**config.mk**
```make
export PLATFORM = sky130hd
export DESIGN_NAME = asu_core
export DESIGN_NICKNAME = d
export VERILOG_FILES = /design/src/logic/asu_core.v
export VERILOG_INCLUDE_DIRS = /design/src /design/src/shared
export SDC_FILE = /design/constraint.sdc
export NUM_CORES = 1
export LEC_CHECK = 0
export ABC_AREA = 1
export BUFFER_PORTS_ARGS = -buffer_cell sky130_fd_sc_hd__buf_2
export CAP_MARGIN = 20
export CORE_MARGIN = 4
export CORE_UTILIZATION = 45
export CTS_CLUSTER_SIZE = 14
export DETAILED_ROUTE_END_ITERATION = 6
export PLACE_DENSITY_LB_ADDON = 0.2
export SLEW_MARGIN = 20
export SYNTH_ARGS = -nofsm -noshare
export SYNTH_HDL_FRONTEND = slang
export SYNTH_SLANG_ARGS = --single-unit
```
**constraint.sdc**
```tcl
create_clock -name i_mclk -period 11.2 [get_ports i_mclk]
set_input_delay 2.24 -clock i_mclk [delete_from_list [all_inputs] [get_ports i_mclk]]
set_output_delay 2.24 -clock i_mclk [all_outputs]
set_load 0.01 [all_outputs]
```
**src/shared/asu_regs.vh**
```
// Constants for the asynchronous serial core: field positions, reset values, timing counts
`ifndef ASU_REGS_VH
`define ASU_REGS_VH

// Line control byte, field positions
`define ASU_LC_SEND_BREAK   0
`define ASU_LC_PARITY_EN    1
`define ASU_LC_EVEN_PARITY  2
`define ASU_LC_TWO_STOP     3
`define ASU_LC_FIFO_EN      4
`define ASU_LC_WLEN_LO      5
`define ASU_LC_WLEN_HI      6
`define ASU_LC_STICK_PARITY 7

// Control register reset values
`define ASU_RST_GLOBAL_EN   1'b0
`define ASU_RST_TX_EN       1'b1
`define ASU_RST_RX_EN       1'b1
`define ASU_RST_LOOPBACK    1'b0

// Trigger level selects, reset is the half-full point
`define ASU_RST_LEVEL_SEL   3'h2

// Event bit positions in raw and masked status
`define ASU_EV_RX_LEVEL     0
`define ASU_EV_TX_LEVEL     1
`define ASU_EV_TIMEOUT      2
`define ASU_EV_FRAME        3
`define ASU_EV_PARITY       4
`define ASU_EV_BREAK        5
`define ASU_EV_OVERRUN      6
`define ASU_RST_RAW_STATUS  7'h02

// Receive entry error bits above the data byte
`define ASU_ERR_FRAME       8
`define ASU_ERR_PARITY      9
`define ASU_ERR_BREAK       10
`define ASU_ERR_OVERRUN     11

// Timing counts
`define ASU_OVERSAMPLE      16
`define ASU_START_SAMPLE    4'h7
`define ASU_LAST_SUBTICK    4'hF
`define ASU_FRAC_ONE        23'h000040
`define ASU_TIMEOUT_BITS    32

`endif

```
**src/logic/asu_core.v**
```verilog
// Asynchronous serial transmitter and receiver core with FIFOs and event status
// Notes on behaviour
// - Transmit and receive enable bits set out of reset, global enable clear
// - Disable finishes the character in flight
// - Frame: start, data LSB first, parity, stops
// - Divisor is 16-bit integer, 6-bit fraction
// - Oversample tick at sixteen times baud rate
// - Divisor and line control load together
// - Sixteen entries each, receive adds status
// - Keep sending while transmit storage holds data
// - Busy until storage empty and stops sent
// - Start bit checked on eighth oversample
// - Data sampled every sixteenth oversample, parity
// - Framing error on low stop; store errors
// - Read gives twelve bits, write eight
// - Reset FIFOs single entry; enable gives full
// - Empty, full flags and overrun indication
// - Trigger levels one, two, four, six or seven eighths
// - Trigger levels reset to half full
// - All events ORed onto one request
// - Mask gates request, raw always visible
// - Clear write drops raw and masked bits
// - Receive level event set and clear
// - Transmit level event set and clear
// - Loopback routes transmit line to receiver
// - Break loads one zero, waits for high
// - Overrun when storage full, character lost
`timescale 1ns/10ps
`include "asu_regs.vh"

module asu_core #(
  parameter DEPTH        = 16,                   // Entries per FIFO
  parameter TIMEOUT_BITS = `ASU_TIMEOUT_BITS     // Idle bit periods before timeout
) (
  input  wire        i_mclk,             // System clock, 10 MHz
  input  wire        i_rst_b,            // Asynchronous reset, active low
  input  wire        i_ctl_write,        // Loads the control bits below
  input  wire        i_global_enable,    // Global enable
  input  wire        i_transmit_enable,  // Transmit enable
  input  wire        i_receive_enable,   // Receive enable
  input  wire        i_loopback_enable,  // Internal loopback
  input  wire [15:0] i_integer_divisor,  // Integer divisor, held by software
  input  wire [5:0]  i_fraction_divisor, // Fractional divisor, held by software
  input  wire [7:0]  i_line_control,     // Line control byte
  input  wire        i_line_write,       // Line control write, loads 30-bit config
  input  wire        i_level_write,      // Loads trigger level selects
  input  wire [2:0]  i_tx_level_select,  // Transmit trigger level
  input  wire [2:0]  i_rx_level_select,  // Receive trigger level
  input  wire        i_tx_write,         // Data port write strobe
  input  wire [7:0]  i_tx_data,          // Data port write byte
  input  wire        i_rx_read,          // Data port read strobe
  input  wire        i_error_clear,      // Clears the receive status overrun
  input  wire [6:0]  i_event_mask,       // Event mask bits
  input  wire [6:0]  i_event_clear,      // Write-one-to-clear event bits
  input  wire        i_serial_rx,        // Serial receive line
  output reg         o_serial_tx,        // Serial transmit line
  output reg  [11:0] o_rx_data,          // Head of receive storage
  output reg         o_busy,             // Transmitter busy
  output reg         o_tx_empty,         // Transmit storage empty
  output reg         o_tx_full,          // Transmit storage full
  output reg         o_rx_empty,         // Receive storage empty
  output reg         o_rx_full,          // Receive storage full
  output reg         o_overrun,          // Receive status overrun
  output reg  [6:0]  o_raw_status,       // Raw event status
  output reg  [6:0]  o_masked_status,    // Masked event status
  output reg         o_irq               // Combined interrupt request
);

  // State codes
  localparam [2:0] ST_IDLE = 3'h0;
  localparam [2:0] ST_START = 3'h1;
  localparam [2:0] ST_DATA = 3'h2;
  localparam [2:0] ST_PAR = 3'h3;
  localparam [2:0] ST_STOP = 3'h4;
  localparam [2:0] ST_BRKWAIT = 3'h5;
  localparam [4:0] DEPTH5 = DEPTH[4:0];

  // Control and configuration state
  reg        global_en;      // Global enable
  reg        tx_en;          // Transmit enable
  reg        rx_en;          // Receive enable
  reg        loop_en;        // Loopback
  reg [29:0] cfg;            // Integer, fraction and line control as one word
  reg [2:0]  tx_sel;         // Transmit level select
  reg [2:0]  rx_sel;         // Receive level select

  // Config fields
  wire [21:0] divisor   = cfg[29:8];
  wire        brk_send  = cfg[`ASU_LC_SEND_BREAK];
  wire        par_en    = cfg[`ASU_LC_PARITY_EN];
  wire        par_even  = cfg[`ASU_LC_EVEN_PARITY];
  wire        two_stop  = cfg[`ASU_LC_TWO_STOP];
  wire        fifo_en   = cfg[`ASU_LC_FIFO_EN];
  wire [1:0]  wlen      = cfg[`ASU_LC_WLEN_HI:`ASU_LC_WLEN_LO];
  wire        par_stick = cfg[`ASU_LC_STICK_PARITY];
  wire [2:0]  last_bit  = {1'b1, wlen} + 3'h0;
  wire [4:0]  depth_now = fifo_en ? DEPTH5 : 5'h01;

  // Trigger level in entries from an eighths select
  function [4:0] level_of;
    input [2:0] sel;
    begin
      case (sel)
        3'h0:    level_of = 5'h02;  // 1/8
        3'h1:    level_of = 5'h04;  // 1/4
        3'h2:    level_of = 5'h08;  // 1/2
        3'h3:    level_of = 5'h0C;  // 3/4
        default: level_of = 5'h0E;  // 7/8 and above
      endcase
    end
  endfunction

  // Parity bit for a character of the configured length
  function par_bit;
    input [7:0] d;
    input       even;
    input       stick;
    begin
      if (stick)
        par_bit = ~even;
      else
        par_bit = even ? (^d) : ~(^d);
    end
  endfunction

  // Control and config registers
  always @(posedge i_mclk or negedge i_rst_b)
  begin
    if (!i_rst_b)
    begin
      global_en <= `ASU_RST_GLOBAL_EN;
      tx_en     <= `ASU_RST_TX_EN;
      rx_en     <= `ASU_RST_RX_EN;
      loop_en   <= `ASU_RST_LOOPBACK;
      cfg       <= 30'h00000000;
      tx_sel    <= `ASU_RST_LEVEL_SEL;
      rx_sel    <= `ASU_RST_LEVEL_SEL;
    end
    else
    begin
      if (i_ctl_write)
      begin
        global_en <= i_global_enable;
        tx_en     <= i_transmit_enable;
        rx_en     <= i_receive_enable;
        loop_en   <= i_loopback_enable;
      end
      // Divisor only takes effect with a line control write
      if (i_line_write)
        cfg <= {i_integer_divisor, i_fraction_divisor, i_line_control};
      if (i_level_write)
      begin
        tx_sel <= i_tx_level_select;
        rx_sel <= i_rx_level_select;
      end
    end
  end

  // Fractional baud generator: accumulate 1/64 steps, tick when divisor reached
  reg  [22:0] frac_acc;
  wire [22:0] next_acc = frac_acc + `ASU_FRAC_ONE;
  wire        tick     = (divisor != 22'h000000) && (next_acc >= {1'b0, divisor});
  always @(posedge i_mclk or negedge i_rst_b)
  begin
    if (!i_rst_b)
      frac_acc <= 23'h000000;
    else if (tick)
      frac_acc <= next_acc - {1'b0, divisor};
    else if (divisor == 22'h000000)
      frac_acc <= 23'h000000;
    else
      frac_acc <= next_acc;
  end

  // Storage arrays, receive entries carry four error bits
  reg [7:0]  tx_mem [0:DEPTH-1];
  reg [11:0] rx_mem [0:DEPTH-1];
  reg [3:0]  tx_wp, tx_rp, rx_wp, rx_rp;
  reg [4:0]  tx_cnt, rx_cnt;
  wire       tx_is_full  = (tx_cnt >= depth_now);
  wire       rx_is_full  = (rx_cnt >= depth_now);
  wire       tx_push     = i_tx_write && !tx_is_full;
  wire       rx_pop      = i_rx_read && (rx_cnt != 5'h00);
  wire       tx_pop;
  wire       rx_store;
  wire [11:0] rx_entry;                        // Completed character with its error bits
  wire       rx_push     = rx_store && !rx_is_full;
  wire [4:0] next_tx_cnt = tx_cnt + {4'h0, tx_push} - {4'h0, tx_pop};
  wire [4:0] next_rx_cnt = rx_cnt + {4'h0, rx_push} - {4'h0, rx_pop};

  // Transmit engine state
  reg [2:0] tx_st;
  reg [3:0] tx_sub;
  reg [2:0] tx_bit;
  reg [7:0] tx_shift;
  reg       tx_line;
  reg       tx_par;
  wire      tx_bit_end = tick && (tx_sub == `ASU_LAST_SUBTICK);
  assign    tx_pop = (tx_st == ST_IDLE) && global_en && tx_en && (tx_cnt != 5'h00);

  // Storage pointers and occupancy; writes beyond depth are dropped
  always @(posedge i_mclk or negedge i_rst_b)
  begin
    if (!i_rst_b)
    begin
      tx_wp  <= 4'h0;
      tx_rp  <= 4'h0;
      rx_wp  <= 4'h0;
      rx_rp  <= 4'h0;
      tx_cnt <= 5'h00;
      rx_cnt <= 5'h00;
    end
    else
    begin
      // Leaving FIFO mode leaves stale entries; software drains first
      tx_wp  <= tx_wp + {3'h0, tx_push};
      tx_rp  <= tx_rp + {3'h0, tx_pop};
      rx_wp  <= rx_wp + {3'h0, rx_push};
      rx_rp  <= rx_rp + {3'h0, rx_pop};
      tx_cnt <= next_tx_cnt;
      rx_cnt <= next_rx_cnt;
    end
  end

  // Array writes, no reset needed on data
  always @(posedge i_mclk)
  begin
    if (tx_push)
      tx_mem[tx_wp] <= i_tx_data;
    if (rx_push)
      rx_mem[rx_wp] <= rx_entry;
  end

  // Transmit framing; runs to the end of a character even when disabled
  always @(posedge i_mclk or negedge i_rst_b)
  begin
    if (!i_rst_b)
    begin
      tx_st    <= ST_IDLE;
      tx_sub   <= 4'h0;
      tx_bit   <= 3'h0;
      tx_shift <= 8'h00;
      tx_line  <= 1'b1;
      tx_par   <= 1'b0;
    end
    else
    begin
      if (tick)
        tx_sub <= tx_sub + 4'h1;
      case (tx_st)
        ST_IDLE:
        begin
          tx_line <= 1'b1;
          if (tx_pop)
          begin
            tx_shift <= tx_mem[tx_rp];
            tx_par   <= par_bit(tx_mem[tx_rp] & (8'hFF >> (3'h3 - {1'b0, wlen})),
                                par_even, par_stick);
            tx_sub   <= 4'h0;
            tx_line  <= 1'b0;
            tx_st    <= ST_START;
          end
        end
        ST_START:
          if (tx_bit_end)
          begin
            tx_line  <= tx_shift[0];
            tx_shift <= {1'b0, tx_shift[7:1]};
            tx_bit   <= 3'h0;
            tx_st    <= ST_DATA;
          end
        ST_DATA:
          if (tx_bit_end)
          begin
            if (tx_bit == last_bit)
            begin
              tx_line <= par_en ? tx_par : 1'b1;
              tx_bit  <= 3'h0;
              tx_st   <= par_en ? ST_PAR : ST_STOP;
            end
            else
            begin
              tx_line  <= tx_shift[0];
              tx_shift <= {1'b0, tx_shift[7:1]};
              tx_bit   <= tx_bit + 3'h1;
            end
          end
        ST_PAR:
          if (tx_bit_end)
          begin
            tx_line <= 1'b1;
            tx_st   <= ST_STOP;
          end
        ST_STOP:
          if (tx_bit_end)
          begin
            // Second stop bit reuses the bit counter
            if (two_stop && (tx_bit == 3'h0))
              tx_bit <= 3'h1;
            else
              tx_st <= ST_IDLE;
          end
        default:
          tx_st <= ST_IDLE;
      endcase
    end
  end

  // Receive engine state; loopback takes the transmit line
  wire      rx_line = loop_en ? o_serial_tx : i_serial_rx;
  reg [2:0] rx_st;
  reg [3:0] rx_sub;
  reg [2:0] rx_bit;
  reg [7:0] rx_shift;
  reg       rx_perr;
  reg       rx_pbit;
  wire      rx_bit_end = tick && (rx_sub == `ASU_LAST_SUBTICK);
  wire [7:0]  rx_char  = rx_shift >> (3'h3 - {1'b0, wlen});
  wire        rx_brk   = !rx_line && (rx_char == 8'h00) && (!par_en || !rx_pbit);
  assign      rx_store = (rx_st == ST_STOP) && rx_bit_end;
  assign      rx_entry = {1'b0, rx_brk, rx_perr && !rx_brk, !rx_line,
                          rx_brk ? 8'h00 : rx_char};

  // Receive framing: start check at mid bit, then one sample per bit
  always @(posedge i_mclk or negedge i_rst_b)
  begin
    if (!i_rst_b)
    begin
      rx_st    <= ST_IDLE;
      rx_sub   <= 4'h0;
      rx_bit   <= 3'h0;
      rx_shift <= 8'h00;
      rx_perr  <= 1'b0;
      rx_pbit  <= 1'b0;
    end
    else
    begin
      if (tick)
        rx_sub <= rx_sub + 4'h1;
      case (rx_st)
        ST_IDLE:
          if (global_en && rx_en && !rx_line)
          begin
            rx_sub  <= 4'h0;
            rx_perr <= 1'b0;
            rx_pbit <= 1'b0;
            rx_st   <= ST_START;
          end
        ST_START:
          if (tick && (rx_sub == `ASU_START_SAMPLE))
          begin
            // Glitch shorter than half a bit is ignored
            rx_st  <= rx_line ? ST_IDLE : ST_DATA;
            rx_sub <= 4'h0;
            rx_bit <= 3'h0;
          end
        ST_DATA:
          if (rx_bit_end)
          begin
            rx_shift <= {rx_line, rx_shift[7:1]};
            rx_bit   <= rx_bit + 3'h1;
            if (rx_bit == last_bit)
              rx_st <= par_en ? ST_PAR : ST_STOP;
          end
        ST_PAR:
          if (rx_bit_end)
          begin
            rx_pbit <= rx_line;
            rx_perr <= rx_line != par_bit(rx_char, par_even, par_stick);
            rx_st   <= ST_STOP;
          end
        ST_STOP:
          if (rx_bit_end)
            rx_st <= rx_brk ? ST_BRKWAIT : ST_IDLE;
        ST_BRKWAIT:
          if (rx_line)
            rx_st <= ST_IDLE;
        default:
          rx_st <= ST_IDLE;
      endcase
    end
  end

  // Receive timeout: bit periods idle with data waiting
  reg  [3:0] to_sub;
  reg  [7:0] to_bits;
  wire       rx_bit_end_idle = tick && (to_sub == `ASU_LAST_SUBTICK) && (rx_cnt != 5'h00);
  wire       to_hit = rx_bit_end_idle && (to_bits == TIMEOUT_BITS - 1);
  always @(posedge i_mclk or negedge i_rst_b)
  begin
    if (!i_rst_b)
    begin
      to_sub  <= 4'h0;
      to_bits <= 8'h00;
    end
    else if ((rx_st != ST_IDLE) || rx_pop || (rx_cnt == 5'h00))
    begin
      to_sub  <= 4'h0;
      to_bits <= 8'h00;
    end
    else
    begin
      if (tick)
        to_sub <= to_sub + 4'h1;
      if (rx_bit_end_idle && !to_hit)
        to_bits <= to_bits + 8'h01;
    end
  end

  // Level crossings; a one-entry mode uses level 1 for receive, 0 for transmit
  wire [4:0] rx_lvl   = fifo_en ? level_of(rx_sel) : 5'h01;
  wire [4:0] tx_lvl   = fifo_en ? level_of(tx_sel) : 5'h00;
  wire       rx_lv_up = (rx_cnt < rx_lvl) && (next_rx_cnt >= rx_lvl);
  wire       rx_lv_dn = next_rx_cnt < rx_lvl;
  wire       tx_lv_dn = (tx_cnt > tx_lvl) && (next_tx_cnt <= tx_lvl);
  wire       tx_lv_up = next_tx_cnt > tx_lvl;
  wire       rx_ovr   = rx_store && rx_is_full;

  // Hardware set events, set wins over a clear in the same cycle
  reg  [6:0] ev_set;
  reg  [6:0] ev_drop;
  always @*
  begin
    ev_set = 7'h00;
    ev_drop = i_event_clear;
    ev_set[`ASU_EV_RX_LEVEL] = rx_lv_up;
    ev_set[`ASU_EV_TX_LEVEL] = tx_lv_dn;
    ev_set[`ASU_EV_TIMEOUT]  = to_hit;
    ev_set[`ASU_EV_FRAME]    = rx_push && rx_entry[`ASU_ERR_FRAME];
    ev_set[`ASU_EV_PARITY]   = rx_push && rx_entry[`ASU_ERR_PARITY];
    ev_set[`ASU_EV_BREAK]    = rx_push && rx_entry[`ASU_ERR_BREAK];
    ev_set[`ASU_EV_OVERRUN]  = rx_ovr;
    ev_drop[`ASU_EV_RX_LEVEL] = i_event_clear[`ASU_EV_RX_LEVEL] || rx_lv_dn;
    ev_drop[`ASU_EV_TX_LEVEL] = i_event_clear[`ASU_EV_TX_LEVEL] || tx_lv_up;
    ev_drop[`ASU_EV_TIMEOUT]  = i_event_clear[`ASU_EV_TIMEOUT] || rx_pop;
  end

  // Raw status vector
  reg  [6:0] raw;
  wire [6:0] next_raw = (raw & ~ev_drop) | ev_set;
  always @(posedge i_mclk or negedge i_rst_b)
  begin
    if (!i_rst_b)
      raw <= `ASU_RST_RAW_STATUS;
    else
      raw <= next_raw;
  end

  // Overrun is sticky in receive status until its own clear
  reg ovr;
  always @(posedge i_mclk or negedge i_rst_b)
  begin
    if (!i_rst_b)
      ovr <= 1'b0;
    else if (rx_ovr)
      ovr <= 1'b1;
    else if (i_error_clear)
      ovr <= 1'b0;
  end

  // Registered outputs, built from next-state values so they line up with the registers; serial line one cycle after tx_line
  always @(posedge i_mclk or negedge i_rst_b)
  begin
    if (!i_rst_b)
    begin
      o_serial_tx     <= 1'b1;
      o_rx_data       <= 12'h000;
      o_busy          <= 1'b0;
      o_tx_empty      <= 1'b1;
      o_tx_full       <= 1'b0;
      o_rx_empty      <= 1'b1;
      o_rx_full       <= 1'b0;
      o_overrun       <= 1'b0;
      o_raw_status    <= `ASU_RST_RAW_STATUS;
      o_masked_status <= 7'h00;
      o_irq           <= 1'b0;
    end
    else
    begin
      // Break send holds the line low regardless of the engine
      o_serial_tx     <= tx_line && !brk_send;
      o_rx_data       <= rx_mem[rx_rp + {3'h0, rx_pop}];
      o_busy          <= (next_tx_cnt != 5'h00) || (tx_st != ST_IDLE) || tx_pop;
      o_tx_empty      <= next_tx_cnt == 5'h00;
      o_tx_full       <= next_tx_cnt >= depth_now;
      o_rx_empty      <= next_rx_cnt == 5'h00;
      o_rx_full       <= next_rx_cnt >= depth_now;
      o_overrun       <= rx_ovr || (ovr && !i_error_clear);
      o_raw_status    <= next_raw;
      o_masked_status <= next_raw & i_event_mask;
      o_irq           <= |(next_raw & i_event_mask);
    end
  end

endmodule

```
==> impl_metrics.toml, run 1 <==
[critical_path]
r2r_slack_ns = 5.49
reg2reg_to = "o_irq"
timing.critical_path.required_ns = 11.69
worst_path_largest_cell_delay_ns = 0.39
critPathLaunchType = "register"
crit_path_top_delay_cell = "dfrtp_1"
crit_top_cell = "nand2_1"
crit_path_max_fanout = 6
data_arrival_time_of_the_critical_path_ns = 6.20
end_kind = "register"
classification_of_the_worst_setup_path = "register to register"
ff2ff_path_depth = 38
reg2reg_from = "frac_acc[6]"

[synthesis]
synth_top_family_by_area = "simple AND/OR/NAND/NOR gates"
ys.warnings.count = 0
synth.ff_latch_count = 479
synthMuxAreaShare_pct = 0.917
synth_seq_area_share_pct = 60.4
count_of_flip_flops_with_a_built_in_enable_after_synthesis = 304
adder_cell_share_of_the_synthesized_area_pct = 4.57
netlist_area_sq_um = 22400
netlist_instances = 2223
synthesized_area_per_cell_sq_um = 10.1
synth_compound_gate_area_share_pct = 9.55
yosys.area_share.xor_xnor_pct = 2.03
synth_nets = 2374
synth_simple_gate_area_share_pct = 16.8
async_flop_share_pct = 36.5
synth_top_flop_cell = "edfxtp_1"
post_synth_num_cell_types = 63

[die]
die-width_um = 231
die_area_sq_um = 53400
die_h_um = 231
ioPinCount = 105
coreArea_sq_um = 49100
core.rowCount = 81
start_util_pct = 45.6

[clock_network]
clock-root-buffer = "clkbuf_16"
clock-sinks = 479
cts_post_setup_buffers_inserted = 0
clk_latency_ns = 0.60
cts_made_buffers = 52
clock_tree.buffer_depth = 3
cts-hold-fix-buffers = 0
clk_pin_slew_worst_paths_ns = 0.06
tritoncts_clock_tree = "built"
cts-htree-levels = 2
number_of_gates_resized_after_cts = 0

[timing]
timing_worst_slew_pin_value_ns = 1.08
period_minus_slack_ns = 5.71
unrepaired_setup_endpoints_after_global_routing = "no"
timing_hold_violations_final = 0
period_share_pct = 51.0
timing.final.max_slew_violations = 0
skew_final_ns = 0.0178
fmaxAchievable_mhz = 175
setup_tns_ns = 0
max_slew_margin_pct = 28.0
setup_viol = 0

[global_routing]
grt_use_met1_pct = 27.5
grt_antenna_before_repair = 3
grt_max_degree = 98
grt_met3_use_pct = 3.15
grt_util_all_layers_pct = 19.6
gr-total-overflow = 0
global_route.usage.met2_pct = 31.9
vias_in_the_first_global_route = 15400
global_route_wire_length_before_repair_mm = 83.8
grt_most_used_layer = "met2"

[outcome]
status = "finished, final reports clean"

[finish]
num-nets-final = 2482
area.growth.synth_to_final_pct = 13.8
fraction_of_final_layout_cells_with_drive_strength_greater_than_1_pct = 11.7

[hold_path]
hold_path.class = "register to register"
hold_end = "o_serial_tx"
hp-start = "cfg[0]"
min_delay_path_depth = 1

[placement]
buffer_ports.inserted = 103
dp.final_hpwl_mm = 34.7
globalplace.congestion = 0.860

[pwr]
ir_worst_vdd_uv = 143
p_leak_uw = 0.0108
final_total_power_uw = 6880
power_density_nw_per_um2 = 270

[drt]
routed_via_density = 5.20
route.antenna.remaining_nets = 0
avgRoutedWirePerCell_um = 17.4
detailed_route_drc_error_count = 0
drt_iter0_drc = 1237
wirelength_mm = 52.9
routed-via-count = 15800
detailedRoute.firstPassIterationCount = 5

[run]
drv.max_cap_violation_count = 0
## layout by cell type, fill, tap and decap left out, drive strengths merged, types with 8 or more instances in the layout
cell type and instances:
a21oi 52, buf 130, bufinv 8, clkbuf 71
clkinv 16, dfrtp 166, dfstp 9, edfxtp 304
ha 77, inv 247, mux2i 16, nand2 460
nand3 106, nand4 24, nor2 281, nor3 18
o211ai 13, o21ai 210, o221ai 13, o22ai 13
o32ai 32, xnor2 19, xor2 33
## sequential cells by signal, indices dropped and copies added (netlist names), 4 cells and up
| name | count |
|---|---|
| o_rx_data | 11 |
| rx_shift | 8 |
| to_bits | 8 |
| rx_cnt | 5 |
| to_sub | 4 |
| tx_cnt | 5 |
| tx_sub | 4 |
| tx_shift | 8 |
| rx_sub | 4 |
| cfg | 30 |
| o_masked_status | 7 |
| rx_rp | 4 |
| tx_mem | 128 |
| raw | 7 |
| rx_mem | 176 |
| tx_wp | 4 |
| tx_rp | 4 |
| frac_acc | 23 |
| rx_wp | 4 |
## worst max-delay path by stage
stage                 from  endpoint  slack, ns
3_5_place_dp   frac_acc[6]     o_irq       5.46
3_3_place_gp   frac_acc[6]     o_irq       5.65
6_report       frac_acc[6]     o_irq       5.49
4_1_cts        frac_acc[6]     o_irq       5.44
5_1_grt        frac_acc[6]     o_irq       4.61
2_1_floorplan   i_tx_write     o_irq       6.29
## kinds of logic after synthesis
family | Yosys count
AO/OA/AOI/OAI | 362
XOR/XNOR | 52
adder cells (fa/ha/maj) | 80
buffers and inverters | 323
flip-flops | 479
multiplexers | 20
other | 1
AND/OR/NAND/NOR | 906
## layer usage
metal | vias up | part of all wire, %
li1 | 7759 | -
met1 | 7575 | 45
met2 | 365 | 47
met3 | 95 | 5.4
met4 | 4 | 2.4
met5 | - | 0.040
## stage by stage
step / hold slack (ns) / instances / util [%] / area [sq um] / worst slack, ns
after floorplan: 0.363 / 2223 / - / 22400 / 6.29
after global placement: 0.380 / 2941 / 48.1 / 23600 / 5.65
after detailed placement: 0.382 / 2941 / 48.1 / 23600 / 5.46
after CTS: 0.392 / 3039 / 51.9 / 25500 / 5.44
after global routing: 0.418 / 3040 / 51.9 / 25500 / 4.61
final: 0.392 / 3040 / 51.9 / 25500 / 5.49
## cell type report
cell class	instances	area, sq um
Antenna cell	1	2.50
Clock buffer	70	1460
Clock inverter	28	388
Fill cell	4488	23600
Inverter	246	933
Multi-Input combinational cell	1421	7600
Sequential cell	479	13500
Tap cell	664	831
Timing Repair Buffer	131	738
## Yosys cell counts (all sizes together), types with 16 or more instances
cell type	n	area, sq um
xnor2	19	166
nand4	24	150
o32ai	32	280
edfxtp	304	9130
clkbuf	49	184
dfrtp	166	4150
nor3	18	100
nand3	106	553
buf	28	155
nand2	460	1760
xor2	33	289
nor2	281	1060
ha	77	963
mux2i	16	160
inv	243	917
o21ai	210	1070
a21oi	52	268
## critical path, delay by kind of cell, from the launching register on
kind | cells | cell delay (ns)
xor+xnor | 2 | 0.43
compound gates | 2 | 0.32
fa+ha+maj | 5 | 1.32
flops | 1 | 0.39
buf+inv | 5 | 0.39
simple gates | 24 | 2.73
## power by group
| part | internal (uW) | switching (uW) |
|---|---|---|
| clock | 1100 | 712 |
| sequential | 2120 | 147 |
| combinational | 929 | 1860 |
(Power assumes the default switching activity.)
==> run 2, diff against run 1 <==
Settings changed: ABC_AREA 1 to 0.
Clock period 11.2 ns to 5.82 ns, I/O delays scaled along.
==> run 2 against run 1 <==
  * The flow now finishes with violations (setup timing)
  * Hold slack got worse by 0.0017 ns
  * Synthesized cell count decreased by 29%
  * Flip-flop and latch count unchanged
  * Highest routed layer unchanged
==> impl_metrics.toml, run 2 <==
[placement]
buffer_ports.inserted = 103
dp.final_hpwl_mm = 33.4
place.detailed.instances = 2322
pre_cts_slack_ns = -0.228
globalplace.congestion = 0.870

[timing]
period_minus_slack_ns = 5.83
setup_viol = 1
timing_worst_slew_pin_value_ns = 1.10
timing_hold_violations_final = 0
fmaxAchievable_mhz = 171
postLayoutSetupSlackWorst_ns = -0.0148
timing.final.max_slew_violations = 0
max_slew_margin_pct = 26.6
period_share_pct = 100
setup_tns_ns = -0.0148
unrepaired_setup_endpoints_after_global_routing = "yes"
skew_final_ns = 0.0194

[die]
die-width_um = 228
coreArea_sq_um = 47700
core.rowCount = 80
die_h_um = 228
ioPinCount = 105
die_area_sq_um = 51800
start_util_pct = 45.5

[critical_path]
timing.critical_path.required_ns = 6.27
crit_path_max_fanout = 4
reg2reg_to = "o_irq"
critPathLaunchType = "register"
reg2reg_from = "frac_acc[6]"
ff2ff_path_depth = 26
crit_path_top_delay_cell = "or4_4"
data_arrival_time_of_the_critical_path_ns = 6.29
end_kind = "register"
worst_path_largest_cell_delay_ns = 0.51
classification_of_the_worst_setup_path = "register to register"
r2r_slack_ns = -0.01

[drt]
wirelength_mm = 49.0
drt_iter0_drc = 900
routed_via_density = 5.53
routed-via-count = 13400
detailedRoute.firstPassIterationCount = 5
detailed_route_drc_error_count = 0
route.antenna.remaining_nets = 0
avgRoutedWirePerCell_um = 20.2

[finish]
register_ranked_first_by_flip_flop_count = "rx_mem"
largest_register_ff_count = 176
most_frequent_standard_cell_in_the_layout_excluding_fill_and_tap_cells = "edfxtp_1"
num-nets-final = 1918
area.growth.synth_to_final_pct = 16.4
sequential_cell_area_sq_um = 13500
most-common-layout-cells = "304 x edfxtp_1, 164 x dfrtp_1, 132 x nand2_1, 105 x nor2_1, 102 x buf_2"
area_occupied_by_multi_input_gates_sq_um = 7860
final.fill_count = 3989
fraction_of_final_layout_cells_with_drive_strength_greater_than_1_pct = 23.6
largest_registers = "rx_mem (176), tx_mem (128), cfg (30)"
layoutNonFillerInstCount = 2424

[run]
drv.max_cap_violation_count = 0

[global_routing]
gr-total-overflow = 0
vias_in_the_first_global_route = 13500
grt_max_degree = 91
global_route_wire_length_before_repair_mm = 76.0
grt_antenna_before_repair = 1
grt_util_all_layers_pct = 18.8

[clock_network]
clk_latency_ns = 0.59
tritoncts_clock_tree = "built"
clock_tree.buffer_depth = 3
cts-hold-fix-buffers = 0
cts-htree-levels = 2
clock-root-buffer = "clkbuf_16"
clk_pin_slew_worst_paths_ns = 0.06
clock-sinks = 479
cts_made_buffers = 50

[synthesis]
async_flop_share_pct = 36.5
synth_nets = 1736
count_of_flip_flops_with_a_built_in_enable_after_synthesis = 304
synth_top_flop_cell = "edfxtp_1"
synth_seq_area_share_pct = 62.3
synth.largest_area_cell = "edfxtp_1"
netlist_instances = 1585
synth_largest_type_area_fraction_pct = 42.0
netlist_area_sq_um = 21700
synthesized_area_per_cell_sq_um = 13.7
synth.area.top_cells = "edfxtp_1 42%, dfrtp_1 19%, mux4_2 6.2%, ha_1 4.4%, nand2_1 2.3%"
synth.ff_latch_count = 479
ys.warnings.count = 0
synth.top_cells.by_count = "304 x edfxtp_1, 166 x dfrtp_1, 132 x nand2_1"
yosysMostFrequentCell = "edfxtp_1"
post_synth_num_cell_types = 86

[outcome]
status = "finished with violations"
failed_checks = "setup timing"

[hold_path]
hold_end = "o_serial_tx"
hold_path.class = "register to register"
hp-start = "cfg[0]"
min_delay_path_depth = 1

[pwr]
power_density_nw_per_um2 = 522
ir_worst_vdd_uv = 337
p_leak_uw = 0.00991
==> run 2: cell types whose count changed in the layout (fill, tap and decap cells not counted), moves of 31 or more <==
| cell | previous run | this run |
|---|---|---|
| buf_4 | 27 | 87 |
| nand3_1 | 103 | 24 |
| nand2_1 | 451 | 132 |
| inv_1 | 236 | 69 |
| mux2_2 | 4 | 35 |
| o21ai_0 | 198 | 62 |
| mux4_2 | 0 | 60 |
| nor2_1 | 277 | 105 |
==> run 2: per-layer routing <==
metal  up-vias  routed length [um]  GRT usage (%)
met1      6786               21500           25.8
li1       6282                   -              -
met5         -                  13              0
met3        78                1990           2.79
met4         2                1050           5.15
met2       262               24400           31.8
==> run 2: worst max path at each step <==
stage             to        start  slack [ns]
6_report       o_irq  frac_acc[6]       -0.01
5_1_grt        o_irq  frac_acc[6]       -0.35
4_1_cts        o_irq  frac_acc[6]       -0.08
3_5_place_dp   o_irq  frac_acc[6]       -0.23
3_3_place_gp   o_irq  frac_acc[6]        -0.1
2_1_floorplan  o_irq  frac_acc[8]        0.04
==> run 2: critical path, delay by kind of cell (launching register included) <==
family,cells,cell delay (ns)
compound gates,6,1.40
xor+xnor,1,0.18
fa+ha+maj,7,1.67
buf+inv,4,0.18
flops,1,0.40
simple gates,8,1.87
==> run 2: cell type report <==
type,instances,share of cell area (%)
diodes,1,0.00990
clock buffers,68,5.38
clock inverters,25,1.15
inverters,74,1.10
multi-input cells,971,31.1
flip-flops and latches,479,53.5
well taps,615,3.04
repair buffers,191,4.72
==> run 2: cell families (layout without fill, tap and decap cells) <==
| family | Yosys count | after routing | share of synthesized area [%] |
|---|---|---|---|
| and+or+nand+nor | 420 | 420 | 9.30 |
| adders and majority gates | 81 | 81 | 4.76 |
| muxes | 147 | 147 | 10.6 |
| buffers and inverters | 135 | 358 | 2.44 |
| AOI/OAI and AO/OA | 243 | 243 | 7.38 |
| other | 1 | 2 | 0.0173 |
| xor gates and xnor gates | 79 | 79 | 3.25 |
| DFF | 479 | 479 | 62.3 |
==> run 2: metrics by stage <==
step / total power, uW / util, % / area, sq um / hold slack, ns
2_1_floorplan: 8350 / - / 21800 / 0.364
3_3_place_gp: 9870 / 49.1 / 23500 / 0.379
3_5_place_dp: 9970 / 49.2 / 23500 / 0.383
4_1_cts: 13300 / 52.8 / 25200 / 0.391
5_1_grt: 14100 / 52.9 / 25300 / 0.401
6_report: 13200 / 52.9 / 25300 / 0.390
==> run 2: repair_timing <==
item | CTS | global route
setup buffers | 4 | 4
gates resized for setup | 5 | 9
pin swaps | 6 | 11
setup endpoints to repair | 1 | 1
==> run 2: where the power goes <==
part	internal, uW	switching, uW
clock	1910	1300
sequential	4140	421
combinational	2480	2940
==> run 3, diff against run 2 <==
Settings changed: ABC_AREA 0 to 1.
==> run 3 against run 2 <==
  * The run now ends clean
  * Global-route usage up 0.51 points
  * Power is 0.62% lower
  * Final area grew 1.0%
  * Sequential power fell by 4%
  * Sequential share of layout area decreased by 0.54 points
  * Via count increased by 18%
  * Worst setup slack improved by 0.44 ns
  * Clock power grew 2%
  * Hold slack better by 0.0088 ns
  * Die area rose by 3.0%
  * Largest power group unchanged
==> impl_metrics.toml, run 3 (synthesis results as in run 1) <==
[critical_path]
crit_path_max_fanout = 6
critPathLaunchType = "register"
end_kind = "register"
timing.critical_path.required_ns = 6.30
worst_path_largest_cell_delay_ns = 0.39
classification_of_the_worst_setup_path = "register to register"
crit_path_top_delay_cell = "dfrtp_1"
data_arrival_time_of_the_critical_path_ns = 5.87

[timing]
period_share_pct = 92.7
timing.final.max_slew_violations = 0
skew_final_ns = 0.0217
fmaxAchievable_mhz = 185
period_minus_slack_ns = 5.40
max_slew_margin_pct = 25.6
setup_viol = 0
timing_worst_slew_pin_value_ns = 1.11
setup_tns_ns = 0
timing_hold_violations_final = 0

[finish]
most-common-layout-cells = "445 x nand2_1, 304 x edfxtp_1, 271 x nor2_1, 236 x inv_1, 198 x o21ai_0"
layoutNonFillerInstCount = 3047
largest_registers = "rx_mem (176), tx_mem (128), cfg (30)"
most_frequent_standard_cell_in_the_layout_excluding_fill_and_tap_cells = "nand2_1"
area.growth.synth_to_final_pct = 14.1
largest_register_ff_count = 176
antenna_cells_inserted = 0
register_ranked_first_by_flip_flop_count = "rx_mem"
fraction_of_final_layout_cells_with_drive_strength_greater_than_1_pct = 12.8
num-nets-final = 2491

[die]
coreArea_sq_um = 49100
die_area_sq_um = 53400
start_util_pct = 45.6
core.rowCount = 81
ioPinCount = 105
die-width_um = 231
die_h_um = 231

[pwr]
p_leak_uw = 0.0108
ir_worst_vdd_uv = 277
power_density_nw_per_um2 = 513

[drt]
avgRoutedWirePerCell_um = 17.1
drt_iter0_drc = 1143
wirelength_mm = 52.0
detailedRoute.firstPassIterationCount = 5
routed_via_density = 5.17
route.antenna.remaining_nets = 0
routed-via-count = 15800
detailed_route_drc_error_count = 0

[outcome]
status = "finished, final reports clean"

[global_routing]
gr-total-overflow = 0
grt_max_degree = 106
grt_util_all_layers_pct = 19.4
global_route_wire_length_before_repair_mm = 82.8
grt_antenna_before_repair = 3
vias_in_the_first_global_route = 15300

[clock_network]
clock_tree.buffer_depth = 3
cts-htree-levels = 2
clock-sinks = 479
clk_pin_slew_worst_paths_ns = 0.06
cts_made_buffers = 51
tritoncts_clock_tree = "built"
clock-root-buffer = "clkbuf_16"
clk_latency_ns = 0.60

[placement]
dp.final_hpwl_mm = 33.8
place.detailed.instances = 2945
buffer_ports.inserted = 103
globalplace.congestion = 0.871

[hold_path]
hold_path.class = "register to register"

[run]
drv.max_cap_violation_count = 0
[run 3: where the power goes]
| part | leakage (uW) | switching, uW | total, uW | internal (uW) |
|---|---|---|---|---|
| Clock | 0.000845 | 1350 | 3270 | 1910 |
| Combinational | 0.00504 | 3620 | 5480 | 1860 |
| Sequential | 0.00491 | 281 | 4360 | 4080 |
| Total | 0.0108 | 5250 | 13100 | 7860 |
[run 3: metal layers]
metal  global-route usage, %  wire, um  vias to the layer above
met3                    3.42      2570                       86
met1                    27.4     23900                     7568
met4                    4.75      1060                        6
met5                       0        41                        -
met2                    31.3     24400                      329
li1                        -         -                     7771
[run 3: final timing paths]
| path | start | to | slack [ns] | cells past startpoint |
|---|---|---|---|---|
| setup / recovery | frac_acc[6] | o_irq | 0.42 | 40 |
| hold / removal | cfg[0] | o_serial_tx | 0.40 | 1 |
| setup reg to reg | frac_acc[6] | o_irq | 0.42 | 40 |
| hold reg to reg | cfg[0] | o_serial_tx | 0.40 | 1 |
| max in group asynchronous | i_rst_b | o_rx_empty | 4.02 | 2 |
| min in group asynchronous | i_rst_b | rx_rp[1] | 0.70 | 1 |
[run 3: layout make-up]
cell class / count / area (sq um)
Clock buffer: 70 / 1430
Fill cell: 4410 / 23500
Clock inverter: 26 / 288
Tap cell: 664 / 831
Inverter: 246 / 933
Sequential cell: 479 / 13500
Timing Repair Buffer: 141 / 822
Multi-Input combinational cell: 1421 / 7710
[run 3: worst max-delay path, delay by kind of cell, from the launching register on]
kind                     cells  cell delay, ns
XOR/XNOR                     2            0.48
flip-flops                   1            0.39
AND/OR/NAND/NOR             26            2.70
AO/OA/AOI/OAI                2            0.28
adder cells (fa/ha/maj)      4            1.00
buffers and inverters        6            0.41
[run 3: stage by stage]
step                      hold WS (ns)  util (%)  setup WS (ns)  total power (uW)  area (sq um)
after global placement           0.387      48.2          0.259              9700         23700
after detailed placement         0.394      48.2         0.0430              9810         23700
after global routing             0.424      52.0        -0.0305             14100         25500
after CTS                        0.402      51.7        0.00778             13100         25400
final                            0.399      52.0          0.424             13100         25500
after floorplan                  0.363         -          0.975              8350         22400
[run 3: timing repair]
item	4_1_cts	5_1_grt
setup buffers	0	6
endpoints found under the setup margin	0	4
hold buffers	0	0
hold endpoints to repair	0	0
gates resized for setup	0	26
